File: config.mk
export PLATFORM = sky130hd
export DESIGN_NAME = core_special_function_regs
export DESIGN_NICKNAME = d
export VERILOG_FILES = /design/src/shared/csfr_pkg.sv /design/src/hdl/core_special_function_regs.sv /design/src/hdl/option_map_timer.sv
export SDC_FILE = /design/constraint.sdc
export NUM_CORES = 1
export LEC_CHECK = 0
export BUFFER_PORTS_ARGS = -buffer_cell sky130_fd_sc_hd__buf_2
export CAP_MARGIN = 5
export CORE_MARGIN = 1.5
export CORE_UTILIZATION = 52
export DETAILED_ROUTE_END_ITERATION = 8
export HOLD_SLACK_MARGIN = 0.06
export PLACE_DENSITY_LB_ADDON = 0.05
export SLEW_MARGIN = 40
export SYNTH_ARGS = -nofsm -noshare
export SYNTH_HDL_FRONTEND = slang
export SYNTH_HIERARCHICAL = 1
export SYNTH_SLANG_ARGS = --single-unit
File: constraint.sdc
create_clock -name pclk -period 3.94 [get_ports pclk]
set_input_delay 0.591 -clock pclk [delete_from_list [all_inputs] [get_ports pclk]]
set_output_delay 0.591 -clock pclk [all_outputs]
set_load 0.05 [all_outputs]
File: src/shared/csfr_pkg.sv
// Constants, types and register map of the core special function registers.
package csfr_pkg;
  // Register byte offsets on the APB bus.
  localparam logic [11:0] OFS_BANK = 12'h000;
  localparam logic [11:0] OFS_PCL = 12'h004;
  localparam logic [11:0] OFS_TBL_LO = 12'h008;
  localparam logic [11:0] OFS_TBL_HI = 12'h00C;
  localparam logic [11:0] OFS_TBL_RES = 12'h010;
  localparam logic [11:0] OFS_UNLOCK = 12'h014;
  localparam logic [11:0] OFS_FLAGS = 12'h018;
  localparam logic [11:0] OFS_WREG = 12'h01C;
  // Reset values.
  localparam logic [7:0] BANK_RST = 8'h00;
  localparam logic [7:0] UNLOCK_RST = 8'h00;
  localparam logic [7:0] FLAGS_RST = 8'h00;
  localparam logic [7:0] BYTE_RST = 8'h00;
  localparam logic [13:0] PC_RST = 14'h0000;
  // Flag bit positions.
  localparam int FLG_SC = 7;
  localparam int FLG_CZ = 6;
  localparam int FLG_TO = 5;
  localparam int FLG_PDF = 4;
  localparam int FLG_OV = 3;
  localparam int FLG_Z = 2;
  localparam int FLG_AC = 1;
  localparam int FLG_C = 0;
  // Unlock pattern and mapping window.
  localparam logic [7:0] UNLOCK_FIRST = 8'h55;
  localparam logic [7:0] UNLOCK_SECOND = 8'hAA;
  localparam logic [2:0] MAP_RC_PERIODS = 3'h4;
  // Program memory paging, option memory window and data memory sectors.
  localparam logic [5:0] LAST_PAGE = 6'h3F;
  localparam logic [7:0] OPT_WIN_BASE = 8'hE0;
  localparam int SECTOR_MSB = 11;
  localparam int SECTOR_LSB = 8;

  typedef enum logic [3:0] {
    OP_ADD, OP_ADC, OP_SUB, OP_SBC, OP_AND, OP_OR, OP_XOR, OP_RLC, OP_RRC, OP_MOVE
  } alu_op_e;

  typedef struct packed {
    alu_op_e op;
    logic [7:0] a;
    logic [7:0] b;
  } alu_req_s;

  typedef struct packed {
    logic [3:0] sector;
    logic [7:0] offset;
  } ext_addr_s;

  typedef enum logic {SEQ_IDLE, SEQ_ARMED} unlock_seq_e;
endpackage

File: src/hdl/core_special_function_regs.sv
// Core special function register bank with APB access, flags and table read.
//
// Implementation choices: register access over APB and the address map.
`timescale 1ns/1ps
module core_special_function_regs
  import csfr_pkg::*;
(
  // Clock and reset.
  input wire logic pclk,
  input wire logic presetn,
  // APB slave.
  input wire logic psel,
  input wire logic penable,
  input wire logic pwrite,
  input wire logic [11:0] paddr,
  input wire logic [31:0] pwdata,
  output logic [31:0] prdata,
  output logic pready,
  output logic pslverr,
  // ALU operation from the instruction core.
  input wire logic alu_valid,
  input wire alu_req_s alu_req,
  output logic [7:0] working_reg,
  // Program flow.
  input wire logic jump_req,
  input wire logic [12:0] jump_target,
  output logic [13:0] pc,
  output logic dummy_cycle,
  // Extended data memory addressing.
  input wire logic ext_valid,
  input wire logic [11:0] ext_addr,
  output ext_addr_s ext_split,
  // Table read and program/option memory.
  input wire logic table_read_op,
  input wire logic table_read_last_op,
  output logic [13:0] pmem_addr,
  output logic pmem_rd,
  input wire logic [15:0] pmem_rdata,
  output logic [4:0] opt_addr,
  output logic opt_rd,
  input wire logic [15:0] opt_rdata,
  output logic [7:0] table_low_data,
  output logic table_done,
  // System events.
  input wire logic halt_op,
  input wire logic watchdog_clear_op,
  input wire logic wdt_timeout,
  input wire logic wake_event,
  input wire logic slow_rc_osc,
  output logic option_map_active
);
  function automatic logic [10:0] add8(input logic [7:0] x, input logic [7:0] y,
                                       input logic cin);
    logic [4:0] lo;
    logic [7:0] low7;
    logic [8:0] full;
    lo = {1'b0, x[3:0]} + {1'b0, y[3:0]} + {4'h0, cin};
    low7 = {1'b0, x[6:0]} + {1'b0, y[6:0]} + {7'h00, cin};
    full = {1'b0, x} + {1'b0, y} + {8'h00, cin};
    // Packed as {carry, nibble carry, overflow, result}.
    add8 = {full[8], lo[4], full[8] ^ low7[7], full[7:0]};
  endfunction

  function automatic logic in_window(input logic [7:0] lo);
    in_window = lo >= OPT_WIN_BASE;
  endfunction

  logic bank_select_bit;
  logic [7:0] table_pointer_low;
  logic [7:0] table_pointer_high;
  logic [7:0] table_high_result;
  logic [7:0] option_map_unlock;
  logic [7:0] arith_system_flags;
  logic tbl_pending;
  logic tbl_from_opt;
  logic map_en;

  // Bus decode.
  wire setup = psel && !penable;
  wire xfer_done = psel && penable && pready;
  wire wr_en = xfer_done && pwrite;
  wire [7:0] wbyte = pwdata[7:0];
  wire hit_bank = paddr == OFS_BANK;
  wire hit_pcl = paddr == OFS_PCL;
  wire hit_tlo = paddr == OFS_TBL_LO;
  wire hit_thi = paddr == OFS_TBL_HI;
  wire hit_tres = paddr == OFS_TBL_RES;
  wire hit_unl = paddr == OFS_UNLOCK;
  wire hit_flg = paddr == OFS_FLAGS;
  wire hit_wreg = paddr == OFS_WREG;
  wire mapped = hit_bank | hit_pcl | hit_tlo | hit_thi | hit_tres | hit_unl | hit_flg
                | hit_wreg;
  wire [7:0] rd_byte =
    hit_bank ? {7'h00, bank_select_bit} :
    hit_pcl ? pc[7:0] :
    hit_tlo ? table_pointer_low :
    hit_thi ? table_pointer_high :
    hit_tres ? table_high_result :
    hit_unl ? option_map_unlock :
    hit_flg ? arith_system_flags :
    hit_wreg ? working_reg : 8'h00;

  // One wait-free access phase: pready rises in the first access cycle.
  always_ff @(posedge pclk or negedge presetn) begin
    if (!presetn) begin
      pready <= 1'b0;
      pslverr <= 1'b0;
      prdata <= 32'h00000000;
    end else begin
      pready <= setup;
      pslverr <= setup && !mapped;
      prdata <= (setup && !pwrite) ? {24'h000000, rd_byte} : 32'h00000000;
    end
  end

  // ALU arithmetic and flag evaluation.
  wire is_sub = alu_req.op == OP_SUB || alu_req.op == OP_SBC;
  wire is_carry_op = alu_req.op == OP_ADC || alu_req.op == OP_SBC;
  wire is_arith = alu_req.op == OP_ADD || is_carry_op || is_sub;
  wire is_rot = alu_req.op == OP_RLC || alu_req.op == OP_RRC;
  wire [7:0] opnd_b = is_sub ? ~alu_req.b : alu_req.b;
  wire cin = is_carry_op ? arith_system_flags[FLG_C] : (alu_req.op == OP_SUB);
  wire [10:0] sum = add8(alu_req.a, opnd_b, cin);
  wire [7:0] next_result =
    is_arith ? sum[7:0] :
    alu_req.op == OP_AND ? alu_req.a & alu_req.b :
    alu_req.op == OP_OR ? alu_req.a | alu_req.b :
    alu_req.op == OP_XOR ? alu_req.a ^ alu_req.b :
    alu_req.op == OP_RLC ? {alu_req.a[6:0], arith_system_flags[FLG_C]} :
    alu_req.op == OP_RRC ? {arith_system_flags[FLG_C], alu_req.a[7:1]} : alu_req.a;
  wire next_z = next_result == 8'h00;
  wire next_ov = is_arith ? sum[8] : arith_system_flags[FLG_OV];
  wire next_c = is_arith ? sum[10] :
                alu_req.op == OP_RLC ? alu_req.a[7] :
                alu_req.op == OP_RRC ? alu_req.a[0] : arith_system_flags[FLG_C];
  wire next_cz = alu_req.op == OP_SUB ? next_z :
                 alu_req.op == OP_SBC ? (arith_system_flags[FLG_CZ] & next_z) :
                 arith_system_flags[FLG_CZ];

  // Flags register; flags are never stacked, so only these paths alter them.
  always_ff @(posedge pclk or negedge presetn) begin
    if (!presetn) begin
      arith_system_flags <= FLAGS_RST;
      working_reg <= BYTE_RST;
    end else begin
      if (wr_en && hit_flg) begin
        arith_system_flags[FLG_SC] <= wbyte[FLG_SC];
        arith_system_flags[FLG_CZ] <= wbyte[FLG_CZ];
        arith_system_flags[FLG_OV:FLG_C] <= wbyte[FLG_OV:FLG_C];
      end
      if (alu_valid) begin
        working_reg <= next_result;
        arith_system_flags[FLG_C] <= next_c;
        if (!is_rot) begin
          arith_system_flags[FLG_Z] <= next_z;
          arith_system_flags[FLG_SC] <= next_ov ^ next_result[7];
          arith_system_flags[FLG_CZ] <= next_cz;
        end
        if (is_arith) begin
          arith_system_flags[FLG_AC] <= sum[9];
          arith_system_flags[FLG_OV] <= sum[8];
        end
      end
      // Set wins over a clear in the same cycle.
      if (wdt_timeout) begin
        arith_system_flags[FLG_TO] <= 1'b1;
      end else if (watchdog_clear_op || halt_op) begin
        arith_system_flags[FLG_TO] <= 1'b0;
      end
      if (halt_op) begin
        arith_system_flags[FLG_PDF] <= 1'b1;
      end else if (watchdog_clear_op) begin
        arith_system_flags[FLG_PDF] <= 1'b0;
      end
    end
  end

  // Program counter, bank select and page-local jumps.
  always_ff @(posedge pclk or negedge presetn) begin
    if (!presetn) begin
      bank_select_bit <= 1'b0;
      pc <= PC_RST;
      dummy_cycle <= 1'b0;
    end else begin
      dummy_cycle <= wr_en && hit_pcl;
      if (wr_en && hit_bank) begin
        bank_select_bit <= wbyte[0];
      end
      if (wr_en && hit_pcl) begin
        pc <= {pc[13:8], wbyte};
      end else if (jump_req) begin
        pc <= {bank_select_bit, jump_target};
      end
    end
  end

  // Extended address split and table pointers.
  always_ff @(posedge pclk or negedge presetn) begin
    if (!presetn) begin
      ext_split <= '0;
      table_pointer_low <= BYTE_RST;
      table_pointer_high <= BYTE_RST;
    end else begin
      if (ext_valid) begin
        ext_split.sector <= ext_addr[SECTOR_MSB:SECTOR_LSB];
        ext_split.offset <= ext_addr[SECTOR_LSB-1:0];
      end
      if (wr_en && hit_tlo) begin
        table_pointer_low <= wbyte;
      end
      if (wr_en && hit_thi) begin
        table_pointer_high <= wbyte;
      end
    end
  end

  // Table read: address cycle, then data capture one cycle later.
  wire [5:0] tbl_page = table_read_last_op ? LAST_PAGE : table_pointer_high[5:0];
  wire tbl_req = table_read_op || table_read_last_op;
  wire use_opt = map_en && tbl_page == LAST_PAGE && in_window(table_pointer_low);
  wire [15:0] tbl_word = tbl_from_opt ? opt_rdata : pmem_rdata;

  always_ff @(posedge pclk or negedge presetn) begin
    if (!presetn) begin
      pmem_addr <= PC_RST;
      pmem_rd <= 1'b0;
      opt_addr <= 5'h00;
      opt_rd <= 1'b0;
      tbl_pending <= 1'b0;
      tbl_from_opt <= 1'b0;
      table_done <= 1'b0;
      table_low_data <= BYTE_RST;
      table_high_result <= BYTE_RST;
    end else begin
      pmem_rd <= tbl_req && !use_opt;
      opt_rd <= tbl_req && use_opt;
      tbl_pending <= tbl_req;
      table_done <= tbl_pending;
      if (tbl_req) begin
        pmem_addr <= {tbl_page, table_pointer_low};
        opt_addr <= table_pointer_low[4:0];
        tbl_from_opt <= use_opt;
      end
      if (tbl_pending) begin
        table_high_result <= tbl_word[15:8];
        table_low_data <= tbl_word[7:0];
      end
    end
  end

  // Unlock register: plain storage, cleared on wake from idle or sleep.
  always_ff @(posedge pclk or negedge presetn) begin
    if (!presetn) begin
      option_map_unlock <= UNLOCK_RST;
      option_map_active <= 1'b0;
    end else begin
      option_map_active <= map_en;
      if (wake_event) begin
        option_map_unlock <= UNLOCK_RST;
      end else if (wr_en && hit_unl) begin
        option_map_unlock <= wbyte;
      end
    end
  end

  // Every bus transfer, ALU step or table read counts as one instruction cycle.
  wire instr_cycle = xfer_done || alu_valid || tbl_req;

  option_map_timer u_map_timer (
    .pclk(pclk),
    .presetn(presetn),
    .instr_cycle(instr_cycle),
    .unlock_wr(wr_en && hit_unl),
    .unlock_data(wbyte),
    .slow_rc_osc(slow_rc_osc),
    .map_en(map_en)
  );

  wire flg_wr = wr_en && hit_flg;
endmodule

File: src/hdl/option_map_timer.sv
// Unlock pattern sequencer and self-expiring option memory mapping window.
`timescale 1ns/1ps
module option_map_timer
  import csfr_pkg::*;
(
  // Clock and reset.
  input wire logic pclk,
  input wire logic presetn,
  // Instruction cycle events.
  input wire logic instr_cycle,
  input wire logic unlock_wr,
  input wire logic [7:0] unlock_data,
  // Slow oscillator level.
  input wire logic slow_rc_osc,
  // Mapping state.
  output logic map_en
);
  unlock_seq_e seq;
  unlock_seq_e next_seq;
  logic [2:0] rc_count;
  logic rc_prev;
  wire rc_rise = slow_rc_osc && !rc_prev;
  wire first_ok = unlock_wr && (unlock_data == UNLOCK_FIRST);
  wire success = unlock_wr && (unlock_data == UNLOCK_SECOND) && (seq == SEQ_ARMED);
  wire expire = map_en && rc_rise && (rc_count == MAP_RC_PERIODS - 3'h1);

  // Any other instruction cycle between the two bytes drops the sequence.
  always_comb begin
    case (seq)
      SEQ_IDLE: next_seq = first_ok ? SEQ_ARMED : SEQ_IDLE;
      SEQ_ARMED: next_seq = first_ok ? SEQ_ARMED : (instr_cycle ? SEQ_IDLE : SEQ_ARMED);
      default: next_seq = SEQ_IDLE;
    endcase
  end

  always_ff @(posedge pclk or negedge presetn) begin
    if (!presetn) begin
      seq <= SEQ_IDLE;
      rc_prev <= 1'b0;
      map_en <= 1'b0;
      rc_count <= 3'h0;
    end else begin
      seq <= next_seq;
      rc_prev <= slow_rc_osc;
      if (success) begin
        map_en <= 1'b1;
        rc_count <= 3'h0;
      end else if (expire) begin
        map_en <= 1'b0;
        rc_count <= 3'h0;
      end else if (map_en && rc_rise) begin
        rc_count <= rc_count + 3'h1;
      end
    end
  end

  // Counts slow rising edges since the last completed pattern, apart from the window logic.
  logic [2:0] rises_since;
  always_ff @(posedge pclk or negedge presetn) begin
    if (!presetn) begin
      rises_since <= 3'h0;
    end else if (success) begin
      rises_since <= 3'h0;
    end else if (rc_rise && rises_since != 3'h7) begin
      rises_since <= rises_since + 3'h1;
    end
  end
endmodule

==> results.tsv, run 1 <==
stage	metric	value	unit
pwr	Tot Pwr	3.723	mW
clock_tree	Clock Latency Late Sink	420	ps
clock_tree	CTS clk-pin slew, worst paths	60	ps
final_layout	Final nets	1042	
yosys	Post-synth ARST share	100.0	%
run_status	status	finished clean	
placed_design	I/O Buffers	187	
setup_path	CP Data Required Time	4270	ps
sta	Final Hold Fails	0	
drt	Pre-Repair DR Iteration Count	7	
global_route	first-pass GRT wire length	31800	microns
drt	DRC viols	0	
setup_path	WS Path Type	in2reg	
floorplan	# IOs	236	
global_route	total global routing track utilization	28.35	%
pwr	Internal	2.515	mW
sta	part of the cycle the worst path needs	89.41	%
sta	final setup margin	417.3	ps
drt	Via density	5.769	
final_layout	top flop regs	pc: 14 flops, pmem_addr: 14 flops, ext_split: 12 flops	
drt	vias	6167	
placed_design	Setup WS pre-CTS	44.84	ps
floorplan	starting density of the core	53.76	%
sta	Max Clk Rate	283.9	MHz
sta	total negative slack	0	ps
final_layout	ratio of cells with drive above 1 in the final layout	35.05	%
yosys	Mean Syn Cell Area	10.15	sq um
clock_tree	CTS Sinks	120	
sta	worst slew pin tran	598.6	ps
clock_tree	Post-CTS Setup Inserts	0	
sta	RSZ-0062 raised after global routing	false	
clock_tree	CTS tree	built	
clock_tree	Post-CTS Resized	0	
sta	final setup violation count	0	
pwr	clock power share	41.5	%
sta	Slew HR	59.97	%
setup_path	startpoint types	input pin	
clock_tree	htree depth	4	
drt	wire length per cell	18.75	microns
yosys	yosys warns	6	
drt	detailed router's first-iteration violation count	450	
drt	post-detailed-route count of antenna-violating nets	0	
setup_path	Worst EP arrival	3850	ps
floorplan	core footprint	13350	sq um
final_layout	Syn-to-layout area delta	22.06	%
drt	Post-Route WL	20050	microns
global_route	global route overflow	0	
final_layout	diodes inserted	0	
yosys	Mapped Cells	707	
yosys	top cells by area, synth	dfrtp_1, mux2_2, mux2i_1	
setup_path	CP max FO	7	
floorplan	width of the die	120.5	microns
clock_tree	hold_buf cts	0	
floorplan	Die ar.	14510	sq um
yosys	Seq cells post-synth	120	
sta	Final Skew	8.265	ps
clock_tree	CTS Root Cell	clkbuf_16	
sta	Final Max Tran Viols	0	
sta	Final min period	3523	ps
global_route	largest net degree at the start of global routing	51	
yosys	post-synth top area share	41.85	%
placed_design	Placed Instances	1037	
pwr	Sw Share	32.43	%
global_route	initial antenna violation count	0	
final_layout	register area	3005	sq um
yosys	Top FF cell, synth	dfrtp_1	
yosys	Post-Syn Area	7176	sq um
clock_tree	Clock Tree Buf Depth	2	
yosys	Yosys top cell by area	dfrtp_1	
floorplan	die height	120.5	microns
yosys	register area share after synthesis	41.85	%
clock_tree	Num CTS Buffers	17	
hold_path	Min-Delay Path Class	in2async	
yosys	Synth cell types	78	
pwr	Seq pwr share	36.7	%
floorplan	num rows	42	
final_layout	Multi-input gate area	3774	sq um
run	Max Cap Viol	0	
setup_path	critical path endpoint category	register	
final_layout	Final Instance Count excl. Fillers	1069	
pwr	combinational share of power	21.8	%
placed_design	Placer Congestion	0.8966	
pwr	Static Leak	4.259	nW
placed_design	hpwl dp	14850	microns
pwr	net switching power	1.207	mW
pwr	worst vdd ir	0.3613	mV
global_route	vias in the first global route	6133	
pwr	P per Cell Area	425.0	nW/um^2
yosys	number of synthesized flops with an enable pin	0	
final_layout	FILL cells	1093	
[area by class of cell]
cell class,count,area share [%]
Multi-Input combinational cell,512,43.09
Sequential cell,120,34.31
Timing Repair Buffer,199,12.03
Clock buffer,17,4.857
Tap cell,176,2.514
Clock inverter,15,1.914
Inverter,30,1.286
[synth_stat cells (all sizes together) (6+ instances only)]
| master | number |
|---|---|
| o21ai | 31 |
| inv | 30 |
| nor2b | 12 |
| mux2i | 40 |
| ha | 24 |
| dfrtp | 120 |
| nand2 | 34 |
| a22oi | 6 |
| a221oi | 7 |
| a211o | 6 |
| a21o | 6 |
| nor2 | 65 |
| mux2 | 55 |
| xnor2 | 11 |
| buf | 46 |
| nand3 | 9 |
| a21oi | 58 |
| nand2b | 12 |
| o22ai | 7 |
| o211ai | 8 |
| nor3 | 11 |
| clkbuf | 22 |
[kinds of logic after synthesis]
| group | count (synthesis) | share of synthesized area [%] |
|---|---|---|
| and+or+nand+nor | 188 | 14.56 |
| AOI/OAI and AO/OA | 162 | 14.59 |
| DFF | 120 | 41.85 |
| muxes | 99 | 15.47 |
| buffers and inverters | 98 | 7.149 |
| adders and majority gates | 26 | 4.743 |
| xor gates and xnor gates | 13 | 1.587 |
| other | 1 | 0.05226 |
[metal layers]
layer | up-vias | part of all wire (%) | GRT usage [%]
met2 | 246 | 51 | 48.26
met1 | 3039 | 41 | 35.85
met3 | 32 | 6.2 | 5.896
met4 | 0 | 1.7 | 9.926
met5 | - | 0 | 0
li1 | 2850 | - | -
[placed cells by master (no fill, tap or decap), drive strengths merged, types with 3 or more instances in the layout]
cell type,netlist,layout
buf,46,199
dfrtp,120,120
nor2,65,65
a21oi,58,58
mux2,55,55
mux2i,40,40
inv,30,37
nand2,34,34
o21ai,31,31
ha,24,24
conb,1,24
clkbuf,22,17
nand2b,12,12
nor2b,12,12
xnor2,11,11
nor3,11,11
nand3,9,9
o211ai,8,8
a221oi,7,7
o22ai,7,7
a22oi,6,6
a21o,6,6
a211o,6,6
clkinv,0,6
a31oi,5,5
and3,5,5
nor3b,5,5
or3,4,4
mux4,4,4
or2,4,4
a211oi,4,4
nand3b,4,4
nand4,3,3
and4,3,3
nor4b,3,3
a32oi,3,3
or3b,3,3
[path summary, 6_finish.rpt]
kind	startpoint	slack (ps)	depth (start not counted)	end
max	alu_req[18]	420	15	arith_system_flags[2]$_DFF_PN0_
min	presetn	80	1	table_low_data[0]$_DFFE_PN0P_
max reg2reg	arith_system_flags[0]$_DFFE_PN0P_	510	13	arith_system_flags[2]$_DFF_PN0_
min reg2reg	arith_system_flags[4]$_DFFE_PN0P_	500	1	arith_system_flags[4]$_DFFE_PN0P_
max in group asynchronous	presetn	2950	3	pc[2]$_DFFE_PN0P_
min in group pclk	slow_rc_osc	330	1	u_map_timer/rc_prev$_DFF_PN0_
[metrics by stage]
step                instance area, sq um  utilization, %  hold WS [ps]
floorplan                           7269               -         295.4
global placement                    8123           60.85         483.7
detailed placement                  8147           61.03         487.8
CTS                                 8740           65.48         76.22
global route                        8758           65.62         86.89
finish                              8758           65.62         81.11
[power groups by stage]
| stage | clock network, mW | logic (mW) | registers, mW |
|---|---|---|---|
| after global routing | 1.62 | 0.871 | 1.38 |
| after global placement | 0 | 0.793 | 1.38 |
| after floorplan | 0 | 0.390 | 1.56 |
| final | 1.55 | 0.810 | 1.37 |
| after CTS | 1.57 | 0.809 | 1.37 |
| after detailed placement | 0 | 0.805 | 1.39 |
[critical path, cell delays in order]
cell      delay [ps]
buf_2            110
inv_2            120
nand2_1          120
nor2_4           120
xnor2_1          160
fa_1             220
inv_1             70
fa_1             400
a21o_1           220
a21oi_1          240
mux2i_1          210
a221oi_1          80
or3b_1           410
or4b_1           570
o22ai_1          200
Power figures use the tool's default switching activity.
==> run 2, diff against run 1 <==
- CORE_UTILIZATION: 52 -> 56
- RECOVER_POWER: unset -> 25
- clock period: 3.94 -> 4.5 ns (I/O delays scaled with it)
==> results.tsv, run 2 (synthesis results as in run 1) <==
stage	metric	value	unit	change
pwr	Tot Pwr	3.357	mW	was 3.723 mW
global_route	initial antenna violation count	0		unchanged
clock_tree	CTS Root Cell	clkbuf_16		unchanged
global_route	largest net degree at the start of global routing	51		unchanged
placed_design	Placer Congestion	0.9162		was 0.8966
clock_tree	Clock Tree Buf Depth	2		unchanged
hold_path	worst hold path depth	1		
pwr	P per Cell Area	383.9	nW/um^2	was 425.0 nW/um^2
floorplan	num rows	41		was 42
final_layout	top flop regs	pc: 14 flops, pmem_addr: 14 flops, ext_split: 12 flops		unchanged
final_layout	ratio of cells with drive above 1 in the final layout	33.97	%	was 35.05%
hold_path	Min-Delay Path Class	in2reg		was in2async
final_layout	post-route cell area	8745	sq um	was 8758 sq um
setup_path	CP max FO	8		was 7
floorplan	die height	116.2	microns	was 120.5 microns
pwr	worst vdd ir	0.2658	mV	was 0.3613 mV
final_layout	FILL cells	995		was 1093
global_route	vias in the first global route	5930		was 6133
setup_path	critical path endpoint category	register		unchanged
pwr	Static Leak	4.224	nW	was 4.259 nW
setup_path	CP max stage delay	550	ps	was 570 ps
floorplan	Die ar.	13500	sq um	was 14510 sq um
final_layout	commonest non-fill, non-tap cells in the layout	buf_2, dfrtp_1, nor2_1		unchanged
drt	Post-Route WL	19940	microns	was 20050 microns
clock_tree	Clock Latency Late Sink	410	ps	was 420 ps
run_status	failing checks	capacitance limit, slew limit		
clock_tree	CTS clk-pin slew, worst paths	60	ps	about the same
setup_path	worst r2r dst	arith_system_flags[6]$_DFFE_PN0P_		was arith_system_flags[2]$_DFF_PN0_
final_layout	most common cell after layout, fill and taps aside	buf_2		unchanged
run	Max Cap Viol	1		was 0
drt	post-detailed-route count of antenna-violating nets	0		unchanged
final_layout	Finished Core Util	69.58	%	was 65.62%
setup_path	FF-to-FF Start	arith_system_flags[0]$_DFFE_PN0P_		unchanged
hold_path	hold path start	slow_rc_osc		
floorplan	core footprint	12570	sq um	was 13350 sq um
sta	worst slew pin tran	2625	ps	was 598.6 ps
clock_tree	CTS tree	built		unchanged
placed_design	I/O Buffers	187		unchanged
drt	detailed router's first-iteration violation count	399		was 450
run_status	status	finished with violations		was finished clean
floorplan	width of the die	116.2	microns	was 120.5 microns
drt	wire length per cell	18.74	microns	was 18.75 microns
setup_path	FF-to-FF setup slack	1170	ps	was 510 ps
sta	Final min period	3608	ps	
setup_path	Worst EP arrival	3940	ps	was 3850 ps
placed_design	placed cell areas	8109	sq um	was 8147 sq um
final_layout	Multi-input gate area	3760	sq um	was 3774 sq um
sta	Final Skew	6.897	ps	was 8.265 ps
global_route	total global routing track utilization	29.76	%	was 28.35%
drt	Via density	5.798		was 5.769
sta	final setup violation count	0		unchanged
clock_tree	Post-CTS Resized	0		unchanged
setup_path	CP Data Required Time	4830	ps	was 4270 ps
floorplan	# IOs	236		unchanged
drt	vias	6169		was 6167
setup_path	CP max stage cell	or4b_1		unchanged
sta	part of the cycle the worst path needs	80.18	%	
clock_tree	htree depth	4		unchanged
setup_path	CP cell instances	buf_2 -> inv_1 -> nor2_1 -> xnor2_1 -> fa_1 -> inv_1 -> fa_1 -> a21o_1 -> a21oi_1 -> mux2i_1 -> a221oi_1 -> or3b_1 -> or4b_1 -> o21ai_1		was buf_2 -> inv_2 -> nand2_1 -> nor2_4 -> xnor2_1 -> fa_1 -> inv_1 -> fa_1 -> a21o_1 -> a21oi_1 -> mux2i_1 -> a221oi_1 -> or3b_1 -> or4b_1 -> o22ai_1
final_layout	diodes inserted	0		unchanged
setup_path	WS Path Type	in2reg		unchanged
drt	Pre-Repair DR Iteration Count	8		was 7
clock_tree	Post-CTS Setup Inserts	0		unchanged
sta	WHS	428.6	ps	was 81.11 ps
clock_tree	CTS Sinks	120		unchanged
sta	Max Clk Rate	277.2	MHz	
sta	Final Max Tran Viols	51		was 0
placed_design	hpwl dp	14850	microns	about the same
clock_tree	hold_buf cts	0		unchanged
sta	Final Hold Fails	0		unchanged
sta	RSZ-0062 raised after global routing	false		unchanged
global_route	global route overflow	0		unchanged
final_layout	register area	3004	sq um	was 3005 sq um
final_layout	Final nets	1041		was 1042
floorplan	starting density of the core	57.09	%	was 53.76%
final_layout	Syn-to-layout area delta	21.87	%	was 22.06%
drt	DRC viols	0		unchanged
setup_path	Worst R2R Path Depth	13		unchanged
clock_tree	Num CTS Buffers	17		unchanged
sta	Slew HR	-74.98	%	was 59.97%
sta	total negative slack	0	ps	unchanged
global_route	first-pass GRT wire length	30480	microns	was 31800 microns
hold_path	Hold Path Sink	u_map_timer/rc_prev$_DFF_PN0_		
setup_path	startpoint types	input pin		unchanged
## run 2: how the worst max path moves through the flow
stage	start	to	slack [ps]	cells past startpoint
after floorplan	alu_req[19]	arith_system_flags[2]$_DFF_PN0_	250	15
after global placement	alu_req[17]	arith_system_flags[2]$_DFF_PN0_	540	14
after detailed placement	alu_req[17]	arith_system_flags[6]$_DFFE_PN0P_	530	14
after CTS	alu_req[17]	arith_system_flags[6]$_DFFE_PN0P_	910	14
after global routing	alu_req[18]	arith_system_flags[6]$_DFFE_PN0P_	750	15
final	alu_req[17]	arith_system_flags[6]$_DFFE_PN0P_	890	14
## run 2: final cells by class
cell class / instances / area share, %
multi-input combinational: 512 / 43.00
sequential: 120 / 34.35
timing repair buffer: 198 / 11.52
clock buffer: 19 / 5.180
tap: 172 / 2.461
clock inverter: 13 / 2.203
inverter: 30 / 1.288
## run 2: power by group
part / switching (mW) / internal (mW) / total [mW]
Sequential: 0.0530 / 1.14 / 1.20
Clock: 0.492 / 0.961 / 1.45
Combinational: 0.482 / 0.225 / 0.707
Total: 1.03 / 2.33 / 3.36
## run 2: per-stage QoR
step           std cells  worst slack (ps)
2_1_floorplan        730             249.1
3_3_place_gp        1032             543.7
3_5_place_dp        1032             531.6
4_1_cts             1064             909.4
5_1_grt             1064             751.0
6_report            1064             892.1
## run 2: metal layers
metal  vias to the layer above  part of all wire (%)  global-route usage, %
met3                        50                   4.4                  5.449
met2                       226                    53                  52.43
met5                         -                     0                      0
li1                       2850                     -                      -
met1                      3043                    39                  35.28
met4                         0                   3.4                  13.98
## run 2: critical path, delay by kind of cell
family          cells  cell delay [ps]
compound gates      4              710
xor+xnor            1              220
fa+ha+maj           2              650
buf+inv             3              390
mux                 1              210
simple gates        3             1070
